`src/rtl/loop_status_pkg.sv`:
```
package loop_status_pkg;

	// ----------------------------------------
	// register map (byte addresses)
	// ----------------------------------------
	// word indices; each byte address is four times its index
	localparam logic [9:0] STATUS_WORD_INDEX = 10'h01F;
	localparam logic [9:0] THRESH_CFG_INDEX = 10'h01A;
	localparam logic [11:0] STATUS_WORD_ADDR = {STATUS_WORD_INDEX, 2'b00};
	localparam logic [11:0] THRESH_CFG_ADDR = {THRESH_CFG_INDEX, 2'b00};
	localparam logic [11:0] IRQ_STATUS_ADDR = 12'h100;
	localparam logic [11:0] IRQ_MASK_ADDR = 12'h104;

	// ----------------------------------------
	// status word fields and threshold select bit
	// ----------------------------------------
	localparam int CAL_DONE_BIT = 6;
	localparam int HOLDOVER_BIT = 5;
	localparam int SEC_REF_BIT = 4;
	localparam int VCO_HIGH_BIT = 3;
	localparam int SEC_FREQ_BIT = 2;
	localparam int THRESH_SEL_BIT = 6;
	localparam int STATUS_W = 8;
	localparam logic [7:0] EVENT_FIELDS = 8'h7C;
	localparam logic [7:0] STATUS_RESET = 8'h00;
	localparam logic [7:0] MASK_RESET = 8'h00;
	localparam logic [7:0] THRESH_RESET = 8'h00;

	typedef struct packed {
		logic cal_done;
		logic holdover_active;
		logic secondary_ref_in_use;
		logic vco_above;
		logic sec_freq_above;
	} loop_src_type;

	typedef struct packed {
		logic [STATUS_W-1:0] live;
		logic [STATUS_W-1:0] sticky;
		logic [STATUS_W-1:0] mask;
		logic [STATUS_W-1:0] thresh_cfg;
		logic [31:0] prdata;
		logic irq;
	} regs_type;

endpackage : loop_status_pkg

```
`src/rtl/status_event_cell.sv`:
```
`timescale 1ns/1ps
module status_event_cell
	import loop_status_pkg::*;
#(
	parameter int WIDTH = 8
) (
	input wire logic [WIDTH-1:0] now_i,
	input wire logic [WIDTH-1:0] last_i,
	input wire logic [WIDTH-1:0] sticky_i,
	input wire logic clear_i,
	output logic [WIDTH-1:0] sticky_nxt_o
);
	// ----------------------------------------
	// any change of a status bit is an event; set wins over clear
	// ----------------------------------------
	genvar g;
	generate
		for (g = 0; g < WIDTH; g++) begin : g_bit
			always_comb begin
				sticky_nxt_o[g] = (sticky_i[g] & ~clear_i)
					| (EVENT_FIELDS[g] & (now_i[g] ^ last_i[g]));
			end
		end
	endgenerate
endmodule : status_event_cell

```
`src/rtl/loop_status_word.sv`:
```
// Chosen here: the APB register port and the address map.
`timescale 1ns/1ps
// What this block does
// - calibration-done bit reads one after calibration
// - calibration-done at bit 6, zero until done
// - bit 5 reads one while holdover is active
// - holdover bit follows live state, not enable
// - bit 4 one when secondary reference used
// - bit 3 one when VCO above threshold
// - bit 2 secondary frequency above selected threshold
module loop_status_word
	import loop_status_pkg::*;
(
	input wire logic CLOCK_I,
	input wire logic RSTN_I,
	input wire logic PSEL_I,
	input wire logic PENABLE_I,
	input wire logic PWRITE_I,
	input wire logic [11:0] PADDR_I,
	input wire logic [31:0] PWDATA_I,
	input wire logic [3:0] PSTRB_I,
	output logic [31:0] PRDATA_O,
	output logic PREADY_O,
	output logic PSLVERR_O,
	input wire logic CAL_DONE_I,
	input wire logic HOLDOVER_ACTIVE_I,
	input wire logic SECONDARY_REF_IN_USE_I,
	input wire logic VCO_ABOVE_I,
	input wire logic SEC_FREQ_ABOVE_I,
	output logic THRESH_SEL_O,
	output logic IRQ_O
);

	// ----------------------------------------
	// state
	// ----------------------------------------
	regs_type r;
	regs_type r_nxt;
	loop_src_type src;
	logic [STATUS_W-1:0] now_word;
	logic [STATUS_W-1:0] sticky_nxt;
	logic access;
	logic wr;
	logic rd;
	logic hit;
	logic irq_read;
	logic [STATUS_W-1:0] event_bits;
	logic no_event;

	assign src = '{CAL_DONE_I, HOLDOVER_ACTIVE_I, SECONDARY_REF_IN_USE_I,
		VCO_ABOVE_I, SEC_FREQ_ABOVE_I};

	// ----------------------------------------
	// live status word assembly
	// ----------------------------------------
	always_comb begin
		now_word = STATUS_RESET;
		now_word[CAL_DONE_BIT] = src.cal_done;
		now_word[HOLDOVER_BIT] = src.holdover_active;
		now_word[SEC_REF_BIT] = src.secondary_ref_in_use;
		now_word[VCO_HIGH_BIT] = src.vco_above;
		now_word[SEC_FREQ_BIT] = src.sec_freq_above;
	end

	assign access = PSEL_I & PENABLE_I;
	assign wr = access & PWRITE_I;
	assign rd = access & ~PWRITE_I;
	assign hit = (PADDR_I == STATUS_WORD_ADDR) || (PADDR_I == THRESH_CFG_ADDR)
		|| (PADDR_I == IRQ_STATUS_ADDR) || (PADDR_I == IRQ_MASK_ADDR);
	assign irq_read = rd & (PADDR_I == IRQ_STATUS_ADDR);
	assign event_bits = (now_word ^ r.live) & EVENT_FIELDS;
	assign no_event = (event_bits == 8'h00);

	status_event_cell #(
		.WIDTH(STATUS_W)
	) u_events (
		.now_i(now_word),
		.last_i(r.live),
		.sticky_i(r.sticky),
		.clear_i(irq_read),
		.sticky_nxt_o(sticky_nxt)
	);

	// ----------------------------------------
	// next state
	// ----------------------------------------
	always_comb begin
		r_nxt = r;
		r_nxt.live = now_word;
		r_nxt.sticky = sticky_nxt;
		if (wr && PSTRB_I[0]) begin
			if (PADDR_I == IRQ_MASK_ADDR) begin
				r_nxt.mask = PWDATA_I[7:0] & EVENT_FIELDS;
			end else if (PADDR_I == THRESH_CFG_ADDR) begin
				r_nxt.thresh_cfg = PWDATA_I[7:0];
			end
		end
		// the status word address has no write path at all
		if (rd) begin
			case (PADDR_I)
				STATUS_WORD_ADDR: r_nxt.prdata = {24'h000000, now_word};
				THRESH_CFG_ADDR: r_nxt.prdata = {24'h000000, r.thresh_cfg};
				IRQ_STATUS_ADDR: r_nxt.prdata = {24'h000000, r.sticky};
				IRQ_MASK_ADDR: r_nxt.prdata = {24'h000000, r.mask};
				default: r_nxt.prdata = 32'h00000000;
			endcase
		end
		r_nxt.irq = |(sticky_nxt & r_nxt.mask);
	end

	always_ff @(posedge CLOCK_I or negedge RSTN_I) begin
		if (!RSTN_I) begin
			r <= '{STATUS_RESET, STATUS_RESET, MASK_RESET, THRESH_RESET,
				32'h00000000, 1'b0};
		end else begin
			r <= r_nxt;
		end
	end

	// ----------------------------------------
	// outputs
	// ----------------------------------------
	// read data is live in the access cycle so the zero-wait answer is exact
	always_comb begin
		PRDATA_O = r.prdata;
		if (rd) begin
			case (PADDR_I)
				STATUS_WORD_ADDR: PRDATA_O = {24'h000000, now_word};
				THRESH_CFG_ADDR: PRDATA_O = {24'h000000, r.thresh_cfg};
				IRQ_STATUS_ADDR: PRDATA_O = {24'h000000, r.sticky};
				IRQ_MASK_ADDR: PRDATA_O = {24'h000000, r.mask};
				default: PRDATA_O = 32'h00000000;
			endcase
		end
	end
	assign PREADY_O = 1'b1;
	assign PSLVERR_O = access & (~hit | (PWRITE_I & (PADDR_I == STATUS_WORD_ADDR)));
	assign THRESH_SEL_O = r.thresh_cfg[THRESH_SEL_BIT];
	assign IRQ_O = r.irq;
endmodule : loop_status_word

```
`config.mk`:
```
export PLATFORM = sky130hd
export DESIGN_NAME = loop_status_word
export DESIGN_NICKNAME = d
export VERILOG_FILES = /design/src/rtl/loop_status_pkg.sv /design/src/rtl/status_event_cell.sv /design/src/rtl/loop_status_word.sv
export SDC_FILE = /design/constraint.sdc
export NUM_CORES = 1
export LEC_CHECK = 0
export ABC_AREA = 1
export BUFFER_PORTS_ARGS = -buffer_cell sky130_fd_sc_hd__buf_2
export CORE_AREA = 3 3 82 84
export DETAILED_ROUTE_END_ITERATION = 12
export DIE_AREA = 0 0 85 87
export PLACE_DENSITY = 0.79
export SLEW_MARGIN = 20
export SYNTH_ARGS = -nofsm -noshare
export SYNTH_HDL_FRONTEND = slang
export SYNTH_HIERARCHICAL = 1
export SYNTH_SLANG_ARGS = --single-unit
```
`constraint.sdc`:
```
create_clock -name CLOCK_I -period 1.6 [get_ports CLOCK_I]
set_input_delay 0.08 -clock CLOCK_I [delete_from_list [all_inputs] [get_ports CLOCK_I]]
set_output_delay 0.08 -clock CLOCK_I [all_outputs]
set_load 0.02 [all_outputs]
```
==> impl_metrics.ini <==
[status]
outcome = complete, no violations

[job]
max_cap_violations = 0

[place]
hpwl_um = 4380
gp_congestion = 0.833
dp.cells = 494
port_buffers = 65
dpl_cell_area_um2 = 3280

[routing]
drtIter0Drc = 170
drc_errors = 0
first_pass_iters = 4
vias_per_cell = 4.56
routed_wirelength_um = 6350
via_count = 2393
avgRoutedWirePerCell_um = 12.1
ant_nets = 0

[pwr]
power_density_nw_per_um2 = 850
power.leakage_uw = 0.00210
power.total_uw = 3090
max-vdd-ir-drop_mv = 0.569

[worst_setup_path]
start_kind = input pin
arrival_ps = 1440
worstPathMaxFanout = 6
endpoint_kind = primary output
crit_type = in2out
crit_start = PADDR_I[11]
rr_startpoint = r[59]$_DFF_PN0_
crit_required_ps = 1520

[grt]
first_global_vias = 2431
grt_overflow = 0
grt_start_max_net_pins = 43
antenna_found_initial = 0
grt_pass1_wl_um = 10900
grtUsageTotal = 0.188

[hold_path]
holdCritPathClass = in2async

[clocking]
clock_sinks = 62
cts_inserted_buffers = 9
cts-root-buf = clkbuf_8
h-tree-depth = 3
path_clk_slew_ps = 70
cts_tree = built
clock_latency_ps = 330
max-clock-path-buffers = 2

[sta]
fin_worst_skew_ps = 3.57
finalSetupViolCount = 0
finalHoldViolations = 0
fin_crit_sh = 0.947
tns_ps = 0
min_period_ps = 1520
fmax_mhz = 660
slew_viol_final = 0

[floorplan]
dieWidth_um = 85
start_util = 0.509
coreArea_um2 = 5990
die_area_um2 = 7400
fp-row-count = 28
ios = 94
die_y_um = 87

[final_layout]
fill_cells = 571
fin_area_um2 = 3640
stdcell_count = 525
drive_above_1_share = 0.244
regArea_um2 = 1550
final_net_count = 504
multiInputGateArea_um2 = 922
syn_to_final_growth_pct = 19.2
antenna_cells = 0

[synthesis]
ys_warn_count = 6
synth.avg_cell_area_um2 = 8.01
syn_nets = 439
netlist_area_um2 = 3050
synthCells = 381
cell usage in the layout (no fill, tap or decap):
cell type      instances
nor2_1                40
inv_1                 76
o21ai_1               13
bufinv_16              1
clkinvlp_4             1
and2_1                 4
clkinv_2               2
buf_4                 12
dlygate4sd3_1         14
dfrtp_1               62
inv_2                  3
nand4_2                1
nand3_1               23
nor3_1                 1
a21oi_1                1
nand3_2                1
nor2_2                 6
nor2_8                 1
clkbuf_1               1
clkinv_1               2
clkbuf_8              10
o21ai_0                1
conb_1                 1
o211ai_1               3
nor4_1                 1
nand4_1                6
buf_2                 65
buf_12                 1
nand2_2                3
nand2_1               91
nor2_4                 1
nor3b_4                1
nand2_4                1
per-stage QoR:
stage	util	hold slack (ps)	setup slack, ps
after floorplan	-	-216	154
after global placement	0.548	61.5	24.4
after detailed placement	0.548	71.1	-51.9
after CTS	0.603	235	30.9
after global routing	0.607	291	-23.0
final	0.607	236	84.9
repair_timing:
action | CTS | global route
resized for setup | 0 | 3
buffers inserted | 0 | 2
hold endpoints to repair | 33 | 0
endpoints found under the setup margin | 0 | 8
hold buffers | 14 | 0
state kept, by name, indices dropped and copies added (netlist names):
signal,cells
IRQ_O,1
r,60
THRESH_SEL_O,1
layout make-up:
| type | instances | area share |
|---|---|---|
| clock buffers | 11 | 0.0389 |
| clock inverters | 4 | 0.0131 |
| inverters | 81 | 0.0836 |
| multi-input cells | 200 | 0.254 |
| flip-flops and latches | 62 | 0.427 |
| well taps | 75 | 0.0258 |
| repair buffers | 92 | 0.158 |
worst paths after layout:
| check | slack (ps) | to | cells past startpoint |
|---|---|---|---|
| setup / recovery | 80 | PRDATA_O[4] | 11 |
| hold / removal | 240 | r[17]$_DFF_PN0_ | 2 |
| setup reg to reg | 560 | IRQ_O$_DFF_PN0_ | 7 |
| hold reg to reg | 470 | r[3]$_DFF_PN0_ | 2 |
| max in group asynchronous | 780 | r[7]$_DFF_PN0_ | 3 |
| min in group CLOCK_I | 280 | r[2]$_DFF_PN0_ | 6 |
routing by layer:
metal / vias to the layer above / wire, um / part of all wire / GRT usage
met2: 48 / 3210 / 0.51 / 0.315
met1: 1104 / 2780 / 0.44 / 0.237
met4: 0 / 91 / 0.014 / 0.0849
li1: 1233 / - / - / -
met3: 8 / 259 / 0.041 / 0.0341
met5: - / 0 / 0 / 0
critical path: stages:
cell and delay, ps:
buf_2 100, nor2_1 180, nand2_1 100, nor2_2 180, nand2_1 100, clkinv_1 160, nand2_1 80, nand2_1 90
o21ai_1 90, nand2_1 110, buf_2 170
report_power, final:
part	switching (uW)	total (uW)	internal, uW	leakage (uW)
Sequential	3.79	1580	1580	0.000740
Combinational	117	194	77.5	0.00127
Clock	569	1320	748	0.0000952
Note: power is estimated with default switching activity, not from simulation.
